File: config.mk
export PLATFORM = sky130hd
export DESIGN_NAME = tcbu_top
export DESIGN_NICKNAME = d
export VERILOG_FILES = /design/src/rtl/tcbu_top.v /design/src/rtl/tcbu_cond.v /design/src/rtl/tcbu_target.v
export VERILOG_INCLUDE_DIRS = /design/src /design/src/rtl
export SDC_FILE = /design/constraint.sdc
export NUM_CORES = 1
export LEC_CHECK = 0
export ABC_AREA = 1
export BUFFER_PORTS_ARGS = -buffer_cell sky130_fd_sc_hd__buf_2
export CORE_UTILIZATION = 50
export DETAILED_ROUTE_END_ITERATION = 10
export PLACE_DENSITY = 0.77
export SYNTH_ARGS = -nofsm -noshare
export SYNTH_HDL_FRONTEND = slang
export SYNTH_SLANG_ARGS = --single-unit
File: constraint.sdc
create_clock -name MCLK -period 5.82 [get_ports MCLK]
set_clock_uncertainty 0.2 [all_clocks]
set_input_delay 1.164 -clock MCLK [delete_from_list [all_inputs] [get_ports MCLK]]
set_output_delay 1.164 -clock MCLK [all_outputs]
set_load 0.05 [all_outputs]
File: src/rtl/tcbu_map.vh
`ifndef TCBU_MAP_VH
`define TCBU_MAP_VH
// first longword fields
`define TCBU_OPC_HI 29
`define TCBU_OPC_LO 27
`define TCBU_PHASE_HI 26
`define TCBU_PHASE_LO 24
`define TCBU_REL_BIT 23
`define TCBU_CARRY_BIT 21
`define TCBU_FLY_BIT 20
`define TCBU_TF_BIT 19
`define TCBU_DCMP_BIT 18
`define TCBU_PCMP_BIT 17
`define TCBU_WAIT_BIT 16
`define TCBU_MASK_HI 15
`define TCBU_MASK_LO 8
`define TCBU_VAL_HI 7
`define TCBU_VAL_LO 0
`define TCBU_OFS_HI 23
// opcodes
`define TCBU_OP_JUMP 3'h0
`define TCBU_OP_CALL 3'h1
`define TCBU_OP_RET 3'h2
`define TCBU_OP_INT 3'h3
// interrupt status bits
`define TCBU_ST_ILLEGAL 0
`define TCBU_ST_FLY 2
// reset values and pointer step
`define TCBU_PTR_RST 32'h00000000
`define TCBU_ST_RST 8'h00
`define TCBU_PTR_STEP 32'h00000004
`endif

File: src/rtl/tcbu_top.v
`timescale 1ns/1ps
`default_nettype none
`include "tcbu_map.vh"
// transfer control unit: jump, call, return, interrupt
module tcbu_top
(
   // clock and reset
   input wire MCLK,
   input wire RSTN,
   // instruction issue from fetch engine
   input wire INSTR_VALID,
   input wire [31:0] INSTR_WORD0,
   input wire [31:0] INSTR_WORD1,
   output wire INSTR_READY,
   output reg INSTR_DONE,
   // fetch engine advances pointer per longword
   input wire FETCH_STEP,
   // datapath status from same clock domain
   input wire CARRY,
   input wire INITIATOR_MODE,
   input wire NEW_PHASE,
   input wire [7:0] FIRST_BYTE,
   // scsi pins, asynchronous
   input wire SCSI_MSG,
   input wire SCSI_CD,
   input wire SCSI_IO,
   input wire SCSI_REQ,
   input wire SCSI_ATN,
   // host side
   input wire HOST_PTR_WE,
   input wire [31:0] HOST_PTR_WDATA,
   input wire HOST_FLY_CLR,
   output wire IRQ_N,
   output wire HALTED,
   output wire [31:0] INSTR_PTR,
   output wire [31:0] SAVE_PTR,
   output wire [31:0] OPERAND,
   output wire [7:0] INT_STATUS,
   output wire [2:0] PHASE_LATCHED
);
   // states: idle takes work, exec decides in one cycle,
   // wait parks for a phase, halt waits for the host
   localparam ST_IDLE = 2'h0; // ready for the next instruction
   localparam ST_WAIT = 2'h1; // stalled until a fresh phase
   localparam ST_EXEC = 2'h2; // condition and target settle here
   localparam ST_HALT = 2'h3; // stopped until a pointer write

   // pin synchronisers, first stage read only by second;
   // REQ costs three edges from pin to the phase latch
   reg [4:0] pin_s1_reg;
   reg [4:0] pin_s2_reg;
   reg req_prev_reg; // for REQ edge
   reg [2:0] phase_reg; // phase lines caught on REQ
   wire req_rise;
   wire atn_sync;

   // architectural state
   reg [31:0] ptr_reg; // instruction pointer
   reg [31:0] ptr_next;
   reg [31:0] save_reg; // call/return save
   reg [31:0] save_next;
   reg [31:0] instruction_operand_reg;
   reg [31:0] instr_reg; // held first longword
   reg [7:0] interrupt_status_reg;
   reg [7:0] status_next;
   reg irq_reg;
   reg irq_next;
   reg [1:0] state_reg;
   reg [1:0] state_next;
   reg done_next;
   reg wait_seen_reg; // awaited phase has arrived
   reg fly_event; // on-the-fly flag raised this cycle

   // decode
   wire [2:0] opcode;
   wire taken;
   wire [31:0] target;
   wire needs_wait;

   // two-flop sync of the bus pins, then REQ edge;
   // the pins move with no regard to MCLK, so only the
   // second stage feeds any logic
   always @(posedge MCLK or negedge RSTN)
   begin
      if (!RSTN)
      begin
         pin_s1_reg <= 5'h00;
         pin_s2_reg <= 5'h00;
         req_prev_reg <= 1'b0;
         phase_reg <= 3'h0;
      end
      else
      begin
         pin_s1_reg <= {SCSI_ATN, SCSI_REQ, SCSI_MSG, SCSI_CD, SCSI_IO};
         pin_s2_reg <= pin_s1_reg;
         req_prev_reg <= pin_s2_reg[3];
         // latch phase as REQ goes active; the lines are as
         // old as REQ, so they have settled by then
         if (req_rise)
            phase_reg <= pin_s2_reg[2:0];
      end
   end

   // previous level resets low like an idle pin, so no
   // false edge follows reset
   assign req_rise = pin_s2_reg[3] & ~req_prev_reg;
   // target mode reads ATN as a plain level
   assign atn_sync = pin_s2_reg[4];

   // bits 31-30 are left to the fetch engine to check
   assign opcode = instr_reg[`TCBU_OPC_HI:`TCBU_OPC_LO];

   // only phase or data compares wait for a fresh phase;
   // a carry test stalls only when a compare bit is set too
   assign needs_wait = instr_reg[`TCBU_WAIT_BIT]
      && (instr_reg[`TCBU_PCMP_BIT] || instr_reg[`TCBU_DCMP_BIT]);

   // condition evaluator; datapath inputs share MCLK
   // and need no synchroniser
   tcbu_cond u_cond
   (
      .instr(instr_reg),
      .carry(CARRY),
      .initiator(INITIATOR_MODE),
      .atn(atn_sync),
      .phase_latched(phase_reg),
      .first_byte(FIRST_BYTE),
      .taken(taken)
   );

   // branch target; a relative jump trusts the fetch engine
   // to have stepped the pointer past both longwords
   tcbu_target u_target
   (
      .opcode(opcode),
      .rel(instr_reg[`TCBU_REL_BIT]),
      .ptr(ptr_reg),
      .operand(instruction_operand_reg),
      .target(target)
   );

   // next-state and datapath decisions, in one process so
   // that a host write can override whatever the state
   // machine chose in the same cycle
   always @*
   begin
      state_next = state_reg;
      fly_event = 1'b0;
      ptr_next = ptr_reg;
      save_next = save_reg;
      status_next = interrupt_status_reg;
      irq_next = irq_reg;
      done_next = 1'b0;
      // each fetched longword moves the pointer on
      if (FETCH_STEP)
         ptr_next = ptr_reg + `TCBU_PTR_STEP;
      case (state_reg)
         ST_IDLE:
         begin
            // a host write in the same cycle cancels the take
            if (INSTR_VALID)
               state_next = ST_EXEC;
         end
         ST_WAIT:
         begin
            // compare only once a new phase shows up
            // a host write is the only other way out
            if (NEW_PHASE)
               state_next = ST_EXEC;
         end
         ST_EXEC:
         begin
            if (instr_reg[`TCBU_OPC_HI])
            begin
               // reserved opcode: stop and flag; no guess is made at
               // what the code was meant to do
               status_next[`TCBU_ST_ILLEGAL] = 1'b1;
               irq_next = 1'b1;
               state_next = ST_HALT;
               done_next = 1'b1;
            end
            // a phase already fresh in this cycle needs no stall
            else if (needs_wait && !NEW_PHASE && !wait_seen_reg)
               state_next = ST_WAIT;
            else if (!taken)
            begin
               // pointer already holds the next address; a fetch
               // step in this cycle still applies
               state_next = ST_IDLE;
               done_next = 1'b1;
            end
            else
            begin
               done_next = 1'b1;
               state_next = ST_IDLE;
               case (opcode)
                  `TCBU_OP_JUMP:
                     ptr_next = target;
                  `TCBU_OP_CALL:
                  begin
                     // the pointer already names the return point
                     save_next = ptr_reg;
                     ptr_next = target;
                  end
                  `TCBU_OP_RET:
                     // no check for a matching call; without one the
                     // save register just gives its last value
                     ptr_next = save_reg;
                  `TCBU_OP_INT:
                  begin
                     if (instr_reg[`TCBU_FLY_BIT])
                     begin
                        status_next[`TCBU_ST_FLY] = 1'b1;
                        fly_event = 1'b1;
                     end
                     else
                     begin
                        // request holds until the host writes the pointer
                        irq_next = 1'b1;
                        state_next = ST_HALT;
                     end
                  end
                  default:
                     state_next = ST_IDLE;
               endcase
            end
         end
         ST_HALT:
         begin
            // only a host pointer write restarts; the vector
            // stays readable the whole time
            state_next = ST_HALT;
         end
         default:
            // unused code falls back to idle
            state_next = ST_IDLE;
      endcase

      // host clear of the fly bit; a set in the same cycle
      // wins, even over a flag that was already up
      if (HOST_FLY_CLR && !fly_event)
         status_next[`TCBU_ST_FLY] = 1'b0;

      // host pointer write overrides pointer, request, illegal flag and state, and resumes;
      // the fly flag keeps its own clear
      if (HOST_PTR_WE)
      begin
         ptr_next = HOST_PTR_WDATA;
         irq_next = 1'b0;
         status_next[`TCBU_ST_ILLEGAL] = 1'b0;
         state_next = ST_IDLE;
      end
   end

   // registers; the held longwords only change on a take,
   // so the vector survives a halt for the host to read
   always @(posedge MCLK or negedge RSTN)
   begin
      if (!RSTN)
      begin
         // all clear: request released, unit ready
         state_reg <= ST_IDLE;
         ptr_reg <= `TCBU_PTR_RST;
         save_reg <= `TCBU_PTR_RST;
         instruction_operand_reg <= `TCBU_PTR_RST;
         instr_reg <= `TCBU_PTR_RST;
         interrupt_status_reg <= `TCBU_ST_RST;
         irq_reg <= 1'b0;
         INSTR_DONE <= 1'b0;
         wait_seen_reg <= 1'b0;
      end
      else
      begin
         state_reg <= state_next;
         ptr_reg <= ptr_next;
         save_reg <= save_next;
         interrupt_status_reg <= status_next;
         irq_reg <= irq_next;
         INSTR_DONE <= done_next;
         // lasts one cycle: exec uses it at once
         wait_seen_reg <= (state_reg == ST_WAIT) && NEW_PHASE;
         // capture both longwords on acceptance; a host
         // write in the same cycle wins over the take
         if (state_reg == ST_IDLE && INSTR_VALID && !HOST_PTR_WE)
         begin
            instr_reg <= INSTR_WORD0;
            // address field stays readable as vector
            instruction_operand_reg <= INSTR_WORD1;
         end
      end
   end

   // outputs: data straight from flip-flops, ready is a
   // plain state decode
   assign INSTR_READY = (state_reg == ST_IDLE);
   // low from the halting edge until the host write
   assign IRQ_N = ~irq_reg;
   assign HALTED = (state_reg == ST_HALT);
   assign INSTR_PTR = ptr_reg;
   assign SAVE_PTR = save_reg;
   assign OPERAND = instruction_operand_reg;
   assign INT_STATUS = interrupt_status_reg;
   assign PHASE_LATCHED = phase_reg;
endmodule // tcbu_top
`default_nettype wire

File: src/rtl/tcbu_cond.v
`timescale 1ns/1ps
`default_nettype none
`include "tcbu_map.vh"
// branch condition evaluator, purely combinational
module tcbu_cond
(
   // instruction and flags
   input wire [31:0] instr,
   input wire carry,
   input wire initiator,
   input wire atn,
   input wire [2:0] phase_latched,
   input wire [7:0] first_byte,
   // result
   output reg taken
);
   reg phase_true; // phase or ATN test outcome
   reg data_true; // masked byte match
   reg tf; // polarity
   always @*
   begin
      tf = instr[`TCBU_TF_BIT];
      // target mode tests ATN instead of phase
      phase_true = initiator ?
         (phase_latched == instr[`TCBU_PHASE_HI:`TCBU_PHASE_LO]) : atn;
      // set mask bits drop the bit from the match
      data_true = (((first_byte ^ instr[`TCBU_VAL_HI:`TCBU_VAL_LO])
         & ~instr[`TCBU_MASK_HI:`TCBU_MASK_LO]) == 8'h00);
      if (instr[`TCBU_CARRY_BIT])
         taken = tf ? carry : ~carry;
      else if (instr[`TCBU_PCMP_BIT] && instr[`TCBU_DCMP_BIT])
         taken = tf ? (phase_true & data_true) : (~phase_true & ~data_true);
      else if (instr[`TCBU_PCMP_BIT])
         taken = tf ? phase_true : ~phase_true;
      else if (instr[`TCBU_DCMP_BIT])
         taken = tf ? data_true : ~data_true;
      else
         taken = 1'b1; // no test selected: always taken
   end
endmodule // tcbu_cond
`default_nettype wire

File: src/rtl/tcbu_target.v
`timescale 1ns/1ps
`default_nettype none
`include "tcbu_map.vh"
// branch target: absolute operand or pointer-relative
module tcbu_target
(
   // inputs
   input wire [2:0] opcode,
   input wire rel,
   input wire [31:0] ptr,
   input wire [31:0] operand,
   // result
   output wire [31:0] target
);
   wire [31:0] ofs; // sign-extended 24-bit offset
   wire rel_ok; // relative only for jump and call
   assign ofs = {{8{operand[`TCBU_OFS_HI]}}, operand[`TCBU_OFS_HI:0]};
   assign rel_ok = rel && ((opcode == `TCBU_OP_JUMP) || (opcode == `TCBU_OP_CALL));
   // pointer already addresses the following instruction
   assign target = rel_ok ? (ptr + ofs) : operand;
endmodule // tcbu_target
`default_nettype wire

== Yosys cells after proc, flatten, opt, wreduce, memory -nomap -nowiden ==
Cells that the tools add are included.
Operators by class
  add/subtract/negate cells: 2
  eq/ne operators: 13
  mux-type cells: 52
  bitwise logic cells: 13
  reductions and logical operators: 32
Operator list (number)
  $mux W32: 7
  $pmux W32 S2: 1
  $mux W1: 35
  $add A32 B3 Y32 const B: 1
  $add A32 B32 Y32: 1
  $mux W2: 8
  $reduce_bool A2 Y1: 6
  $reduce_and A5 Y1: 2
  $logic_and A1 B1 Y1: 9
  $and A8 B8 Y8: 1
  $logic_not A8 Y1: 1
  $not A8 Y8: 1
  $pmux W2 S4: 1
  $xor A8 B8 Y8: 1
  $not A1 Y1: 7
  $eq A3 B2 Y1 const B: 2
  $ne A3 B2 Y1 const B: 2
  $ne A3 B3 Y1 const B: 2
  $reduce_and A6 Y1: 1
  $reduce_bool A3 Y1: 2
  $eq A2 B2 Y1 const B: 2
  $logic_not A1 Y1: 4
  $ne A2 B1 Y1 const B: 2
  $reduce_and A2 Y1: 2
  8 further kinds: 11
Storage, ports and cells
  register bits: 147
  bits of input ports: 118
  output and inout bits: 111
  logic and storage cells: 126

== Longest topological paths before layout ==
  word-level depth: 17
  mapped depth: 18
  depth with buffers taken out: 18

== By module ==
Synthesis repeated with hierarchy kept, for this count alone.
Unflattened totals
  cell total of the unflattened synthesis: 1441
  area, all modules: 10296.1 sq um
By module, submodules not included
  tcbu_top: times used 1, cells each 785, area each 7201.9 sq um, seq. area each 3728.6 sq um
  tcbu_target: times used 1, cells each 581, area each 2768.9 sq um, seq. area each 0.0 sq um
  tcbu_cond: times used 1, cells each 75, area each 325.3 sq um, seq. area each 0.0 sq um

== Worst setup path after synthesis ==
Ideal clock, no wire load.
  kind: in2reg
  start: input FETCH_STEP
  end: register ptr_reg[30], in the netlist INSTR_PTR[30]
  setup time: 0.116 ns
  arrival time: 2.561 ns
  required time: 5.504 ns
  slack: 2.943 ns
  stages on the path: 12
  path buffers: 1
  cell sequence: buf_4 nand4_1 or2_1 nor2_1 nand2_1 nor2_1 nand2_1 xnor2_1 nor2_1 nor2_1 nand2_1 nand2_1
On the way
  word-level cells in the longest chain between the ends: 7
Ends and longest elaborated chain
  start, declared: line tcbu_top.v:17  | input wire FETCH_STEP,
  $mux W32 (*): line tcbu_top.v:155  | if (FETCH_STEP)
  $pmux W32 S2: line tcbu_top.v:196  | case (opcode)
  $mux W32: line tcbu_top.v:185  | else if (!taken)
  $mux W32: line tcbu_top.v:183  | else if (needs_wait && !NEW_PHASE && !wait_seen_reg)
  $mux W32: line tcbu_top.v:173  | if (instr_reg[`TCBU_OPC_HI])
  $mux W32 (*): line tcbu_top.v:157  | case (state_reg)
  $mux W32 (*): line tcbu_top.v:246  | if (HOST_PTR_WE)
  net ptr_next[30]: line tcbu_top.v:59  | reg [31:0] ptr_next;
  end signal, assigned: line tcbu_top.v:263  | ptr_reg <= `TCBU_PTR_RST;
  end signal, assigned: line tcbu_top.v:275  | ptr_reg <= ptr_next;
  end, declared: line tcbu_top.v:58  | reg [31:0] ptr_reg;
The timed path passes the listed nets; every way through them passes the cells marked *.
A chain may end at the register's enable or synchronous reset.

== Worst setup path after layout ==
  start: input FIRST_BYTE[2]
  end: register ptr_reg[27], in the netlist INSTR_PTR[27]
On the way
  word-level cells in the longest chain between the ends: 14
  elaborated cells between the ends (all ways): 17
  those cells by class: mux (11); bitwise (5); reduce/logical (1)
Ends and longest elaborated chain
  start, declared: line tcbu_top.v:22  | input wire [7:0] FIRST_BYTE,
  $xor A8 B8 Y8 (*): line tcbu_cond.v:27  | data_true = (((first_byte ^ instr[`TCBU_VAL_HI:`TCBU_VAL_LO])
  $and A8 B8 Y8 (*): line tcbu_cond.v:27
  $logic_not A8 Y1 (*): line tcbu_cond.v:27
  $not A1 Y1: line tcbu_cond.v:32, tcbu_cond.v:36
  $mux W1: line tcbu_cond.v:36  | taken = tf ? data_true : ~data_true;
  $mux W1: line tcbu_cond.v:35  | else if (instr[`TCBU_DCMP_BIT])
  $mux W1: line tcbu_cond.v:33  | else if (instr[`TCBU_PCMP_BIT])
  $mux W1 (*): line tcbu_cond.v:31  | else if (instr[`TCBU_PCMP_BIT] && instr[`TCBU_DCMP_BIT])
  $mux W1 (*): line tcbu_cond.v:29  | if (instr[`TCBU_CARRY_BIT])
  $mux W32 (*): line tcbu_top.v:185
  $mux W32 (*): line tcbu_top.v:183
  $mux W32 (*): line tcbu_top.v:173
  $mux W32 (*): line tcbu_top.v:157
  $mux W32 (*): line tcbu_top.v:246
  net ptr_next[27]: line tcbu_top.v:59
Marks and branches as above.

==> run_results.csv <==
group,metric,value,unit
clock_tree,cts_setup_buffers,0,
synth,yosysTopAreaCell,"dfrtp_1",
synth,synthTopCellsByArea,"dfrtp_1 (37%), nand2_1 (19%), inv_1 (7.4%)",
power,internal_power,2830,uW
timing,finalSetupViolations,0,
synth,netlist_area,0.00994,mm2
worst_setup_path,cpMostUsedCell,"nand2_1",
worst_setup_path,cp_max_fo,23,
floorplanning,die_height,143,um
grt,grt_first_pass_wirelength,49.0,mm
synth,synth_cell_types,43,
route,drt_wl_total,31.4,mm
route,vias_per_cell,5.22,
worst_setup_path,slowest_stage,"nand3_2",
power,pwr_density_cell,480,mW/mm2
cells_and_area,nFillCells,1807,
synth,synth_warnings,0,
grt,grt_pass1_vias,9541,
min_path,min_path_type,"reg -> reg",
timing,final.setup.worst_slack,2.33,ns
route,via_count,10100,
synth,ys_async_sr_fraction,100,%
run,cap_violations,0,
route,wl_per_cell,16.2,um
floorplanning,dieArea,0.0204,mm2
cells_and_area,drive_gt1_share,19.0,%
grt,overflow,0,
power,ir_worst_vdd,217,uV
route,drt_iter0_markers,844,
timing,holdWs,0.150,ns
grt,antenna_found_initial,3,
timing,finalCriticalPeriod,3.49,ns
run_status,outcome,"finished, final reports clean",
floorplanning,fp.coreArea,0.0195,mm2
clock_tree,cts_resized,0,
clock_tree,cts_tree,"yes",
power,power_leakage,0.00644,uW
placed_design,pre_cts_ws,1.97,ns
worst_setup_path,critPathCaptureType,"register",
synth,synth-edff-count,0,
timing,rsz0062_at_grt,"false",
timing,timing.fmax,0.286,GHz
cells_and_area,fin_nets,1807,
power,switching_power,2860,uW
floorplanning,die_x,143,um
timing,tns,0,ns
power,seqPwrFrac,28.9,%
worst_setup_path,crit_arrival,3.60,ns
worst_setup_path,critPathRequiredTime,5.92,ns
route,ant_nets,0,
cells_and_area,area_growth,19.2,%
synth,seq_area_frac_synth,36.8,%
placed_design,portBuffers,219,
grt,grt_use_total,31.6,%
synth,synth_seq_cells,146,
route,drt-pass1-iter-count,6,
route,drc_errors,0,
timing,period_share,60.0,%
cells_and_area,layout_commonest_cell,"nand2_1",
placed_design,dp.cells,1902,
synth,synthCells,1450,
floorplanning,row_count,51,
timing,max-slew-margin-rel,36.2,%
power,sw_frac_of_total,50.3,%
floorplanning,io_pins,229,
clock_tree,htree_levels,4,
timing,worst_slew_pin_slew,0.958,ns
clock_tree,clock-sinks,146,
synth,yosysTopAreaCellShare,36.8,%
floorplanning,initial_core_util,51.1,%
clock_tree,cts_buffers,17,
grt,grt_max_degree,105,
cells_and_area,final_cells,1934,
clock_tree,cts_root_buf,"clkbuf_16",
worst_setup_path,cpPeakStageDelay,0.64,ns
clock_tree,clockBufferDepth,2,
worst_setup_path,worstPathCellList,"buf_2, inv_1, nand2_1, nand3b_1, nand2_1, nor2_1, nand3_1, nand3_1, nand2_1, nand2_1, nand3_2, nand2_1, nand2_1, nand2_1, nand2_1",
synth,synth_ff_type,"dfrtp_1",
power,comb_power_share,51.1,%
placed_design,place_congestion,0.989,
timing,finalHoldViolations,0,
cells_and_area,layout_common_cells,"nand2_1 (510), buf_2 (218), inv_1 (197), nor2_1 (166), dfrtp_1 (146)",
cells_and_area,fin_util,60.9,%
synth,avgSynthCellArea,6.85,um2
timing,finalMaxSlewViolations,0,
clock_tree,clk_latency,0.42,ns
clock_tree,path_clk_slew,0.06,ns
worst_setup_path,criticalPathCategory,"in -> reg",
power,p_clk_share,20.0,%
worst_setup_path,start_kind,"primary input",
clock_tree,cts_hold_buf,0,
placed_design,dpl.hpwl,23.6,mm
-- cell type report --
cell class / count / area (um2) / share of cell area, %
Antenna cell: 2 / 5.00 / 0.0423
Inverter: 200 / 751 / 6.34
Clock inverter: 8 / 129 / 1.09
Multi-Input combinational cell: 1065 / 5330 / 45.0
Clock buffer: 22 / 474 / 4.00
Timing Repair Buffer: 226 / 1170 / 9.86
Sequential cell: 146 / 3650 / 30.8
Tap cell: 265 / 332 / 2.80
-- routing by layer --
metal  share of wire, %  vias to the layer above  track usage (%)  wire length (um)
li1                   -                     4955                -                 -
met1                 42                     4607             41.0             13100
met2                 47                      452             51.8             14600
met3                9.3                       71             7.38              2910
met4                2.6                        4             10.4               814
met5              0.057                        -                0                18
-- metrics by stage --
stage / power, uW / cell area, um2
after floorplan: 3720 / 9960
after global placement: 4450 / 11200
after detailed placement: 4500 / 11200
after CTS: 5650 / 11800
after global routing: 6050 / 11800
final: 5680 / 11800
-- path summary, 6_finish.rpt --
| check | from | endpoint | slack (ns) | depth (start not counted) |
|---|---|---|---|---|
| worst min-delay path | pin_s1_reg[4]$_DFF_PN0_ | pin_s2_reg[4]$_DFF_PN0_ | 0.15 | 0 |
| min in group asynchronous | RSTN | PHASE_LATCHED[2]$_DFFE_PN0P_ | 0.64 | 1 |
| worst max register to register | instr_reg[29]$_DFFE_PN0P_ | INSTR_PTR[8]$_DFF_PN0_ | 2.40 | 9 |
| worst min register to register | pin_s1_reg[4]$_DFF_PN0_ | pin_s2_reg[4]$_DFF_PN0_ | 0.15 | 0 |
| max in group asynchronous | RSTN | SAVE_PTR[17]$_DFFE_PN0P_ | 3.68 | 2 |
| worst max-delay path | FIRST_BYTE[2] | INSTR_PTR[27]$_DFF_PN0_ | 2.33 | 15 |
-- cells by family (layout without fill, tap and decap cells) --
kind of cell / count (synthesis) / in the layout / synth area share [%]
AOI/OAI and AO/OA: 145 / 145 / 7.92
xor gates and xnor gates: 34 / 34 / 3.00
adders and majority gates: 33 / 33 / 4.23
buffers and inverters: 244 / 456 / 9.90
DFF: 146 / 146 / 36.8
muxes: 50 / 50 / 5.67
other: 1 / 8 / 0.0377
and+or+nand+nor: 797 / 797 / 32.5
-- worst max-delay path: cells and delay by family --
family                 cells  cell delay (ns)
buffers and inverters      2             0.15
AND/OR/NAND/NOR           13             2.27
-- cell usage after synthesis, types with 5 or more instances --
cell type,number
nand3_1,71
inv_1,197
ha_1,32
xnor2_1,8
nand4_1,9
nor2_1,166
nand2_1,510
mux2_2,50
buf_4,12
a21oi_1,60
o22ai_1,5
nor3_1,15
buf_2,9
nand3b_1,9
clkbuf_1,18
a32oi_1,9
dfrtp_1,146
o21ai_0,59
xor2_1,26
-- power groups by stage --
| stage | combinational (uW) | clock [uW] | sequential [uW] |
|---|---|---|---|
| 2_1_floorplan | 1470 | 0 | 2250 |
| 3_3_place_gp | 2810 | 0 | 1640 |
| 3_5_place_dp | 2850 | 0 | 1650 |
| 4_1_cts | 2870 | 1150 | 1630 |
| 5_1_grt | 3190 | 1190 | 1670 |
| 6_report | 2900 | 1140 | 1640 |
Power figures use the tool's default switching activity.
